--- config.mk ---
export PLATFORM = sky130hd
export DESIGN_NAME = rom_ctrl_top
export DESIGN_NICKNAME = d
export VERILOG_FILES = /design/src/rom_ctrl_pkg.sv /design/src/rom_ctrl_top.sv /design/src/rom_shifter.sv /design/src/rom_timer.sv
export VERILOG_INCLUDE_DIRS = /design/src
export SDC_FILE = /design/constraint.sdc
export NUM_CORES = 1
export LEC_CHECK = 0
export BUFFER_PORTS_ARGS = -buffer_cell sky130_fd_sc_hd__buf_2
export CORE_MARGIN = 3
export CORE_UTILIZATION = 36
export CTS_CLUSTER_DIAMETER = 80
export DETAILED_ROUTE_END_ITERATION = 16
export GPL_TIMING_DRIVEN = 0
export SYNTH_ARGS = -nofsm -noshare
export SYNTH_HDL_FRONTEND = slang
export SYNTH_SLANG_ARGS = --single-unit
--- constraint.sdc ---
create_clock -name mclk_i -period 3.85 [get_ports mclk_i]
set_input_delay 0.1925 -clock mclk_i [delete_from_list [all_inputs] [get_ports mclk_i]]
set_output_delay 0.1925 -clock mclk_i [all_outputs]
set_load 0.005 [all_outputs]
--- src/rom_ctrl_defines.svh ---
`ifndef ROM_CTRL_DEFINES_SVH
`define ROM_CTRL_DEFINES_SVH

// Register byte offsets
`define OFF_CMD           8'hb0
`define OFF_DATA          8'hb4

// Command register fields
`define CMD_BUSY_BIT      31
`define CMD_OP_LSB        28
`define CMD_OP_W          3
`define CMD_TMO_BIT       9
`define CMD_LOADED_BIT    8
`define CMD_ADDR_W        7

// Reset values
`define RST_CMD_OP        3'h0
`define RST_ADDR          7'h00
`define RST_DATA          8'h00
`define RST_MAC           48'h0000_0000_0000

// Station address load
`define MAC_BYTES         3'h6
`define ROM_MAC_SIG       8'ha5

// Serial frame layout
`define MW_LEN_DATA       5'h12
`define MW_LEN_CMD        5'h0a
`define MW_OP_EXT         2'h0
`define MW_OP_WRITE       2'h1
`define MW_OP_READ        2'h2
`define MW_OP_ERASE       2'h3
`define MW_EXT_LOCK       2'h0
`define MW_EXT_WRALL      2'h1
`define MW_EXT_ERAL       2'h2
`define MW_EXT_UNLOCK     2'h3

// Timing
`define CLK_PERIOD_NS     5
`define ROM_SK_HALF_NS    500
`define ROM_SK_HALF_CYC   ((`ROM_SK_HALF_NS + `CLK_PERIOD_NS - 1) / `CLK_PERIOD_NS)
`define ROM_TIMEOUT_US    10000
`define ROM_TIMEOUT_CYC   ((`ROM_TIMEOUT_US * 1000) / `CLK_PERIOD_NS)
`define ROM_POLL_SETTLE   3'h4

`endif

--- src/rom_ctrl_pkg.sv ---
package rom_ctrl_pkg;

  typedef enum logic [2:0] {
    CMD_READ      = 3'h0,
    CMD_LOCK      = 3'h1,
    CMD_UNLOCK    = 3'h2,
    CMD_WRITE     = 3'h3,
    CMD_WRITE_ALL = 3'h4,
    CMD_ERASE     = 3'h5,
    CMD_ERASE_ALL = 3'h6,
    CMD_RELOAD    = 3'h7
  } rom_cmd_t;

  typedef struct packed {
    logic [4:0]  len;
    logic [17:0] tx;
  } frame_req_t;

  typedef enum {S_BOOT, S_BOOT_WAIT, S_IDLE, S_XFER, S_POLL} ctrl_state_t;

endpackage

--- src/rom_ctrl_top.sv ---
// Design decision made here: the strobed register port.
`timescale 1ns/100ps
`default_nettype none
`include "rom_ctrl_defines.svh"

module rom_ctrl_top #(
  parameter int unsigned TIMEOUT_CYC = `ROM_TIMEOUT_CYC,
  parameter logic [7:0]  MAC_SIG     = `ROM_MAC_SIG
) (
  // Clock, reset, enable
  input  wire logic        mclk_i,
  input  wire logic        srst_i,
  input  wire logic        en_i,
  // Register port
  input  wire logic [7:0]  addr_i,
  input  wire logic [31:0] wdata_i,
  input  wire logic        we_i,
  input  wire logic        re_i,
  output logic [31:0]      rdata_o,
  // Serial memory pins
  output logic             rom_cs_o,
  output logic             rom_sk_o,
  output logic             rom_di_o,
  input  wire logic        rom_do_i,
  // Station address
  output logic [47:0]      mac_addr_o,
  output logic             mac_valid_o
);
  import rom_ctrl_pkg::*;

  ctrl_state_t state_q, state_d;
  logic        busy_q, busy_d;
  rom_cmd_t    cmd_q, cmd_d;
  logic [6:0]  addr_q, addr_d;
  logic [7:0]  data_q, data_d;
  logic        tmo_q, tmo_d;
  logic [2:0]  idx_q, idx_d;
  logic        boot_q, boot_d;
  logic [47:0] mac_d;
  logic        mac_valid_d;
  logic        start_q, start_d;
  frame_req_t  req_q, req_d;
  logic        hold_q, hold_d;
  logic        tmr_start_q, tmr_start_d;
  logic [31:0] rdata_d;
  logic        cmd_wr, data_wr;
  logic        sh_done, tmr_exp;
  logic [7:0]  sh_rx;

  function automatic frame_req_t build_frame(rom_cmd_t c, logic [6:0] a, logic [7:0] d);
    frame_req_t f;
    f.len = `MW_LEN_DATA;
    f.tx  = {1'b1, `MW_OP_READ, a, 8'h00};
    unique case (c)
      CMD_READ, CMD_RELOAD: f.tx = {1'b1, `MW_OP_READ, a, 8'h00};
      CMD_WRITE:            f.tx = {1'b1, `MW_OP_WRITE, a, d};
      CMD_WRITE_ALL:        f.tx = {1'b1, `MW_OP_EXT, `MW_EXT_WRALL, 5'h00, d};
      CMD_ERASE: begin
        f.len = `MW_LEN_CMD;
        f.tx  = {1'b1, `MW_OP_ERASE, a, 8'h00};
      end
      CMD_ERASE_ALL: begin
        f.len = `MW_LEN_CMD;
        f.tx  = {1'b1, `MW_OP_EXT, `MW_EXT_ERAL, 5'h00, 8'h00};
      end
      CMD_LOCK: begin
        f.len = `MW_LEN_CMD;
        f.tx  = {1'b1, `MW_OP_EXT, `MW_EXT_LOCK, 5'h00, 8'h00};
      end
      CMD_UNLOCK: begin
        f.len = `MW_LEN_CMD;
        f.tx  = {1'b1, `MW_OP_EXT, `MW_EXT_UNLOCK, 5'h00, 8'h00};
      end
    endcase
    return f;
  endfunction

  // Commands that leave the part programming and need a ready poll
  function automatic logic is_program(rom_cmd_t c);
    return (c == CMD_WRITE) || (c == CMD_WRITE_ALL) || (c == CMD_ERASE) || (c == CMD_ERASE_ALL);
  endfunction

  assign cmd_wr  = we_i && (addr_i == `OFF_CMD);
  assign data_wr = we_i && (addr_i == `OFF_DATA);

  always_comb begin
    state_d     = state_q;
    busy_d      = busy_q;
    cmd_d       = cmd_q;
    addr_d      = addr_q;
    data_d      = data_q;
    tmo_d       = tmo_q;
    idx_d       = idx_q;
    boot_d      = boot_q;
    mac_d       = mac_addr_o;
    mac_valid_d = mac_valid_o;
    start_d     = 1'b0;
    req_d       = req_q;
    hold_d      = hold_q;
    tmr_start_d = 1'b0;
    rdata_d     = 32'h0000_0000;
    if (re_i) begin
      if (addr_i == `OFF_CMD) begin
        rdata_d[`CMD_BUSY_BIT]                 = busy_q;
        rdata_d[`CMD_OP_LSB +: `CMD_OP_W]      = cmd_q;
        rdata_d[`CMD_TMO_BIT]                  = tmo_q;
        rdata_d[`CMD_LOADED_BIT]               = mac_valid_o;
        rdata_d[`CMD_ADDR_W-1:0]               = addr_q;
      end else if (addr_i == `OFF_DATA) begin
        rdata_d[7:0] = data_q;
      end
    end
    if (data_wr && !busy_q) begin
      data_d = wdata_i[7:0];
    end
    unique case (state_q)
      S_BOOT: begin
        busy_d      = 1'b1;
        boot_d      = 1'b1;
        mac_valid_d = 1'b0;
        idx_d       = 3'h0;
        start_d     = 1'b1;
        req_d       = build_frame(CMD_READ, 7'h00, 8'h00);
        state_d     = S_BOOT_WAIT;
      end
      S_BOOT_WAIT: begin
        if (sh_done) begin
          if (idx_q == 3'h0) begin
            if (sh_rx == MAC_SIG) begin
              idx_d   = 3'h1;
              start_d = 1'b1;
              req_d   = build_frame(CMD_READ, 7'h01, 8'h00);
            end else begin
              // No part or blank part: give up and release busy
              busy_d  = 1'b0;
              boot_d  = 1'b0;
              state_d = S_IDLE;
            end
          end else begin
            mac_d = {sh_rx, mac_addr_o[47:8]};
            if (idx_q == `MAC_BYTES) begin
              mac_valid_d = 1'b1;
              busy_d      = 1'b0;
              boot_d      = 1'b0;
              state_d     = S_IDLE;
            end else begin
              idx_d   = idx_q + 3'h1;
              start_d = 1'b1;
              req_d   = build_frame(CMD_READ, {4'h0, idx_q + 3'h1}, 8'h00);
            end
          end
        end
      end
      S_IDLE: begin
        if (cmd_wr) begin
          cmd_d  = rom_cmd_t'(wdata_i[`CMD_OP_LSB +: `CMD_OP_W]);
          addr_d = wdata_i[`CMD_ADDR_W-1:0];
          if (wdata_i[`CMD_BUSY_BIT]) begin
            busy_d = 1'b1;
            tmo_d  = 1'b0;
            if (rom_cmd_t'(wdata_i[`CMD_OP_LSB +: `CMD_OP_W]) == CMD_RELOAD) begin
              state_d = S_BOOT;
            end else begin
              start_d = 1'b1;
              req_d   = build_frame(rom_cmd_t'(wdata_i[`CMD_OP_LSB +: `CMD_OP_W]),
                                    wdata_i[`CMD_ADDR_W-1:0], data_q);
              state_d = S_XFER;
            end
          end
        end
      end
      S_XFER: begin
        if (sh_done) begin
          if (cmd_q == CMD_READ) begin
            data_d = sh_rx;
          end
          if (is_program(cmd_q)) begin
            hold_d      = 1'b1;
            tmr_start_d = 1'b1;
            idx_d       = 3'h0;
            state_d     = S_POLL;
          end else begin
            busy_d  = 1'b0;
            state_d = S_IDLE;
          end
        end
      end
      S_POLL: begin
        // Ready line and timer are stale until the part has seen select again
        if (idx_q != `ROM_POLL_SETTLE) begin
          idx_d = idx_q + 3'h1;
        end else if (rom_do_i) begin
          hold_d  = 1'b0;
          busy_d  = 1'b0;
          state_d = S_IDLE;
        end else if (tmr_exp) begin
          hold_d  = 1'b0;
          tmo_d   = 1'b1;
          busy_d  = 1'b0;
          state_d = S_IDLE;
        end
      end
    endcase
  end

  always_ff @(posedge mclk_i) begin
    if (srst_i) begin
      state_q     <= S_BOOT;
      busy_q      <= 1'b1;
      cmd_q       <= rom_cmd_t'(`RST_CMD_OP);
      addr_q      <= `RST_ADDR;
      data_q      <= `RST_DATA;
      tmo_q       <= 1'b0;
      idx_q       <= 3'h0;
      boot_q      <= 1'b1;
      mac_addr_o  <= `RST_MAC;
      mac_valid_o <= 1'b0;
      start_q     <= 1'b0;
      req_q       <= '0;
      hold_q      <= 1'b0;
      tmr_start_q <= 1'b0;
      rdata_o     <= 32'h0000_0000;
    end else if (en_i) begin
      state_q     <= state_d;
      busy_q      <= busy_d;
      cmd_q       <= cmd_d;
      addr_q      <= addr_d;
      data_q      <= data_d;
      tmo_q       <= tmo_d;
      idx_q       <= idx_d;
      boot_q      <= boot_d;
      mac_addr_o  <= mac_d;
      mac_valid_o <= mac_valid_d;
      start_q     <= start_d;
      req_q       <= req_d;
      hold_q      <= hold_d;
      tmr_start_q <= tmr_start_d;
      rdata_o     <= rdata_d;
    end
  end

  rom_shifter #(
    .DIV (`ROM_SK_HALF_CYC)
  ) u_shifter (
    .mclk_i  (mclk_i),
    .srst_i  (srst_i),
    .en_i    (en_i),
    .start_i (start_q),
    .req_i   (req_q),
    .hold_i  (hold_q),
    .done_o  (sh_done),
    .rx_o    (sh_rx),
    .cs_o    (rom_cs_o),
    .sk_o    (rom_sk_o),
    .di_o    (rom_di_o),
    .do_i    (rom_do_i)
  );

  rom_timer #(
    .CYCLES (TIMEOUT_CYC)
  ) u_timer (
    .mclk_i    (mclk_i),
    .srst_i    (srst_i),
    .en_i      (en_i),
    .start_i   (tmr_start_q),
    .expired_o (tmr_exp)
  );

  property p_busy_after_reset;
    @(posedge mclk_i) $past(srst_i) && !srst_i |-> busy_q && (state_q == S_BOOT);
  endproperty
  a_busy_after_reset: assert property (p_busy_after_reset) else $error("busy low after reset");

  property p_cmd_starts;
    @(posedge mclk_i) disable iff (srst_i)
      en_i && (state_q == S_IDLE) && cmd_wr && wdata_i[`CMD_BUSY_BIT]
        && (wdata_i[`CMD_OP_LSB +: `CMD_OP_W] != CMD_RELOAD) |=> busy_q && start_q ##1 rom_cs_o;
  endproperty
  a_cmd_starts: assert property (p_cmd_starts) else $error("command did not start a frame");

  property p_busy_tracks_op;
    @(posedge mclk_i) disable iff (srst_i) busy_q == (state_q != S_IDLE);
  endproperty
  a_busy_tracks_op: assert property (p_busy_tracks_op) else $error("busy disagrees with activity");

  property p_read_data_ready;
    @(posedge mclk_i) disable iff (srst_i)
      $fell(busy_q) && (cmd_q == CMD_READ) && !$past(boot_q) |-> data_q == sh_rx;
  endproperty
  a_read_data_ready: assert property (p_read_data_ready) else $error("read data not ready at busy clear");

  property p_hold_regs_busy;
    @(posedge mclk_i) disable iff (srst_i)
      en_i && busy_q && !((state_q == S_XFER) && sh_done) && we_i |=> $stable(data_q) && $stable(cmd_q);
  endproperty
  a_hold_regs_busy: assert property (p_hold_regs_busy) else $error("register changed by host while busy");

  property p_timeout_clears;
    @(posedge mclk_i) disable iff (srst_i)
      en_i && (state_q == S_POLL) && hold_q && (idx_q == `ROM_POLL_SETTLE) && !rom_do_i && tmr_exp
        |=> !busy_q && tmo_q && !hold_q;
  endproperty
  a_timeout_clears: assert property (p_timeout_clears) else $error("timeout did not release busy");

  property p_boot_fail_clears;
    @(posedge mclk_i) disable iff (srst_i)
      en_i && (state_q == S_BOOT_WAIT) && sh_done && (idx_q == 3'h0) && (sh_rx != MAC_SIG)
        |=> !busy_q && !mac_valid_o;
  endproperty
  a_boot_fail_clears: assert property (p_boot_fail_clears) else $error("failed load kept busy");

  property p_no_exec_without_busy;
    @(posedge mclk_i) disable iff (srst_i)
      en_i && (state_q == S_IDLE) && cmd_wr && !wdata_i[`CMD_BUSY_BIT] |=> !busy_q && !start_q;
  endproperty
  a_no_exec_without_busy: assert property (p_no_exec_without_busy) else $error("command ran without busy");

endmodule

`default_nettype wire

--- src/rom_shifter.sv ---
`timescale 1ns/100ps
`default_nettype none

module rom_shifter #(
  parameter int unsigned DIV = 100
) (
  // Clock and reset
  input  wire logic                     mclk_i,
  input  wire logic                     srst_i,
  input  wire logic                     en_i,
  // Frame request
  input  wire logic                     start_i,
  input  wire rom_ctrl_pkg::frame_req_t req_i,
  input  wire logic                     hold_i,
  output logic                          done_o,
  output logic [7:0]                    rx_o,
  // Serial pins
  output logic                          cs_o,
  output logic                          sk_o,
  output logic                          di_o,
  input  wire logic                     do_i
);
  import rom_ctrl_pkg::*;

  logic        active_q, active_d;
  logic        sk_d, cs_d, di_d, done_d;
  logic [17:0] tx_q, tx_d;
  logic [4:0]  bits_q, bits_d;
  logic [15:0] div_q, div_d;
  logic [7:0]  rx_d;

  always_comb begin
    active_d = active_q;
    sk_d     = sk_o;
    di_d     = di_o;
    tx_d     = tx_q;
    bits_d   = bits_q;
    div_d    = div_q;
    rx_d     = rx_o;
    done_d   = 1'b0;
    if (start_i) begin
      active_d = 1'b1;
      tx_d     = req_i.tx;
      bits_d   = req_i.len;
      sk_d     = 1'b0;
      di_d     = req_i.tx[17];
      div_d    = 16'(DIV - 1);
    end else if (active_q) begin
      if (div_q == 16'h0000) begin
        div_d = 16'(DIV - 1);
        if (!sk_o) begin
          // Rising edge: the serial part presents its bit before it
          sk_d = 1'b1;
          rx_d = {rx_o[6:0], do_i};
        end else begin
          sk_d   = 1'b0;
          bits_d = bits_q - 5'h01;
          tx_d   = {tx_q[16:0], 1'b0};
          if (bits_q == 5'h01) begin
            active_d = 1'b0;
            done_d   = 1'b1;
            di_d     = 1'b0;
          end else begin
            di_d = tx_q[16];
          end
        end
      end else begin
        div_d = div_q - 16'h0001;
      end
    end
    cs_d = active_d | hold_i;
  end

  always_ff @(posedge mclk_i) begin
    if (srst_i) begin
      active_q <= 1'b0;
      sk_o     <= 1'b0;
      cs_o     <= 1'b0;
      di_o     <= 1'b0;
      tx_q     <= 18'h00000;
      bits_q   <= 5'h00;
      div_q    <= 16'h0000;
      rx_o     <= 8'h00;
      done_o   <= 1'b0;
    end else if (en_i) begin
      active_q <= active_d;
      sk_o     <= sk_d;
      cs_o     <= cs_d;
      di_o     <= di_d;
      tx_q     <= tx_d;
      bits_q   <= bits_d;
      div_q    <= div_d;
      rx_o     <= rx_d;
      done_o   <= done_d;
    end
  end

endmodule

`default_nettype wire

--- src/rom_timer.sv ---
`timescale 1ns/100ps
`default_nettype none

module rom_timer #(
  parameter int unsigned CYCLES = 2000000
) (
  // Clock and reset
  input  wire logic mclk_i,
  input  wire logic srst_i,
  input  wire logic en_i,
  // Control
  input  wire logic start_i,
  output logic      expired_o
);

  logic [31:0] cnt_q, cnt_d;
  logic        run_q, run_d;
  logic        exp_d;

  always_comb begin
    cnt_d = cnt_q;
    run_d = run_q;
    exp_d = expired_o;
    if (start_i) begin
      cnt_d = 32'(CYCLES - 1);
      run_d = 1'b1;
      exp_d = 1'b0;
    end else if (run_q) begin
      if (cnt_q == 32'h0000_0000) begin
        run_d = 1'b0;
        exp_d = 1'b1;
      end else begin
        cnt_d = cnt_q - 32'h0000_0001;
      end
    end
  end

  always_ff @(posedge mclk_i) begin
    if (srst_i) begin
      cnt_q     <= 32'h0000_0000;
      run_q     <= 1'b0;
      expired_o <= 1'b0;
    end else if (en_i) begin
      cnt_q     <= cnt_d;
      run_q     <= run_d;
      expired_o <= exp_d;
    end
  end

endmodule

`default_nettype wire
==> results.md <==
* Status: completed
* Asr flop ratio synth at 0
* Crit end category: register
* WP data required at 4.20 ns
* Top Ports at 130
* Setup ws final at around 0.85 ns
* Sink Count at slightly below 200
* Setup TNS at 0 ns
* GRT Residual Overflow at 0
* Yosys warning total at 0
* Area leader, netlist: dfxtp_1
* CTS H-Tree Depth at 4
* Via count at 8,093
* Worst Hold Launch: wdata_i[29]
* Clock skew at about 0.012 ns
* Critical path launch point type: register
* Starting Density at 0.370
* Post-cts sizing count at 0
* Comb pwr share at 0.120
* Crit-path cells: clkbuf_1 -> nor3b_1 -> nand2_1 -> nor3_1 -> buf_2 -> buf_1 -> nand2_1 -> a21oi_1
* Syn Area/Cell at around 8.5 um2
* DP HPWL at ~19,000 um
* Final hold viol count at 0
* PnR Total Power at between 4 and 5 mW
* Num CTS Buffers at 17
* CTS tree: yes
* HP Class: input pin to register
* Fin crit share at 0.779
* Die extent in x at about 170 um
* # rows at 57
* Sequential fraction of design power at 0.470
* TritonRoute pass-1 iters at 5
* Max stage delay cell, worst path: nor3b_1
* Post-route cell area at roughly 11,000 um2
* Net Sw Power at approximately 1.3 mW
* Slew Limit Fails at 0
* Pwr/cell area at approximately 430 nW/um2
* Mapped Cells at roughly 1,100
* Core Util, Final at 0.433
* Fin nets at between 1,000 and 1,500
* CP top delay family: simple AND/OR/NAND/NOR gates
* Most frequent cells in the layout: 197 x dfxtp_1, 150 x nand2_1, 105 x nor2_1
* Layout Cells excl Fill at between 1,500 and 2,000
* Die ar. at roughly 27,000 um2
* Dpl ws at between 0.9 and 1 ns
* Clk_lat worst skew at about 0.44 ns
* Post-synth EDFFs at 0
* WL per Instance at ~17 um
* Synth top area cells: dfxtp_1 43%, nand2_1 6.2%, mux2i_1 5.5%
* CP max FO at 10
* Clock Power Share at 0.411
* Clock Tree Root: clkbuf_16
* Ratio of cells with drive above 1 in the final layout at 0.154
* Slew HR at 0.232
* Synth-to-Final Area Change at 16.8%
* Power Internal at around 3.2 mW
* Initial antenna violation count at 0
* Final setup viols at 0
* Achievable clock frequency at roughly 330 MHz
* Gr usage total at 0.187
* Dominant synthesized flop cell: dfxtp_1
* Clock buffer depth at 2
* Register area share after synthesis at 0.433
* Pin count of the biggest net entering global routing at 22
* Commonest non-fill, non-tap cell in the layout: dfxtp_1
* Synthesis-stage register bit count at 197
* Routed wire length at roughly 25,000 um
* Worst slew pin tran at 1.14 ns
* Number of library cell types mapped by synthesis at just over 70
* Worst path bufs/invs at 3
* Fin Hold WS at a little over 0.06 ns
* Routed Antenna Nets at 0
* R2R Path Start: state_q[2]
* Switch share at 0.287
* Post-Syn Area at between 9000 and 10,000 um2
* DRT iter0 DRCs at 539
* Core area at 24,600 um2
* CTS clk-pin slew, worst paths at about 0.08 ns
* Post-layout min period at approximately 3 ns
* CP Data Arrival Time at between 3 and 4 ns
* # port buffers at 88
* Setup Crit Path Kind: register to register
* Dpl cells at 1,496
* Worst path max stage delay at a little under 1 ns
* # hold bufs at CTS at 0
* Unrepaired setup endpoints after global routing: false
* Placed Area at around 10,000 um2
* Top-area cell type share of the netlist area at 0.433
* DR vias/cell at between 5 and 6
* Ant diodes at 0
* Setup bufs post-CTS at 0
* Number of global-route vias before repair at roughly 7,600
* GPL Wtd Cong at approximately 0.9
* Static Leakage at roughly 4.2 nW
* Cell mode on critical path: nand2_1
* Crit path from: state_q[2]
* Peak VDD IR at between 0.2 and 0.25 mV
* MaxCap Viol Count at 0
* Drt drc at 0
* First-pass GRT wire length at 40,500 um
* Die span in y at around 170 um
[worst paths after layout]
path | slack [ns] | end | cells after the start
worst max-delay path | 0.85 | mac_addr_o[27] | 8
worst min-delay path | 0.06 | cmd_q[1] | 3
worst max register to register | 0.85 | mac_addr_o[27] | 8
worst min register to register | 0.45 | mac_addr_o[2] | 2
[flip-flops by register name (all words and copies together), names as in the netlist, 3 cells and up]
register / flops
mac_addr_o: 48
u_timer.cnt_q: 32
req_q: 20
u_shifter.tx_q: 17
u_shifter.div_q: 16
rdata_o: 14
data_q: 8
u_shifter.rx_o: 8
addr_q: 7
u_shifter.bits_q: 5
cmd_q: 3
idx_q: 3
state_q: 3
[cell type report]
| type | instances | area (um2) |
|---|---|---|
| plain buffers | 89 | 428 |
| multi-input cells | 780 | 4740 |
| clock inverters | 15 | 195 |
| well taps | 324 | 405 |
| inverters | 18 | 67.6 |
| fillers | 2471 | 14000 |
| clock buffers | 17 | 425 |
| flip-flops and latches | 197 | 3940 |
| repair buffers | 88 | 440 |
[worst min-delay path, stage by stage]
cell	delay [ns]
buf_2	0.12
mux2i_1	0.07
nor2_1	0.08
[cell families after synthesis]
kind of cell / after synthesis / share of synthesized area
adder cells (fa/ha/maj): 12 / 0.0165
XOR/XNOR: 25 / 0.0240
buffers and inverters: 107 / 0.0544
flip-flops: 197 / 0.433
other: 1 / 0.000411
multiplexers: 52 / 0.0574
AND/OR/NAND/NOR: 411 / 0.216
AO/OA/AOI/OAI: 262 / 0.199
[cell usage after synthesis, types with 18 or more instances]
master,n
a21oi_1,95
a31oi_1,20
buf_4,19
clkbuf_1,56
dfxtp_1,197
inv_1,18
mux2i_1,50
nand2_1,150
nor2_1,105
nor3_1,29
o21ai_0,35
or3_1,18
[layer usage]
metal,share of wire,global-route usage,wire [um]
met5,0,0,0
met4,0.015,0.0477,378
met3,0.057,0.0377,1450
met2,0.44,0.288,11300
met1,0.48,0.269,12300
[power groups by stage]
stage,Combinational (mW),Sequential (mW),Clock (mW)
3_5_place_dp,0.535,2.18,0
4_1_cts,0.538,2.14,1.91
6_report,0.544,2.14,1.87
5_1_grt,0.605,2.14,1.98
2_1_floorplan,0.401,2.17,0
3_3_place_gp,0.532,2.18,0
(Power assumes the default switching activity.)
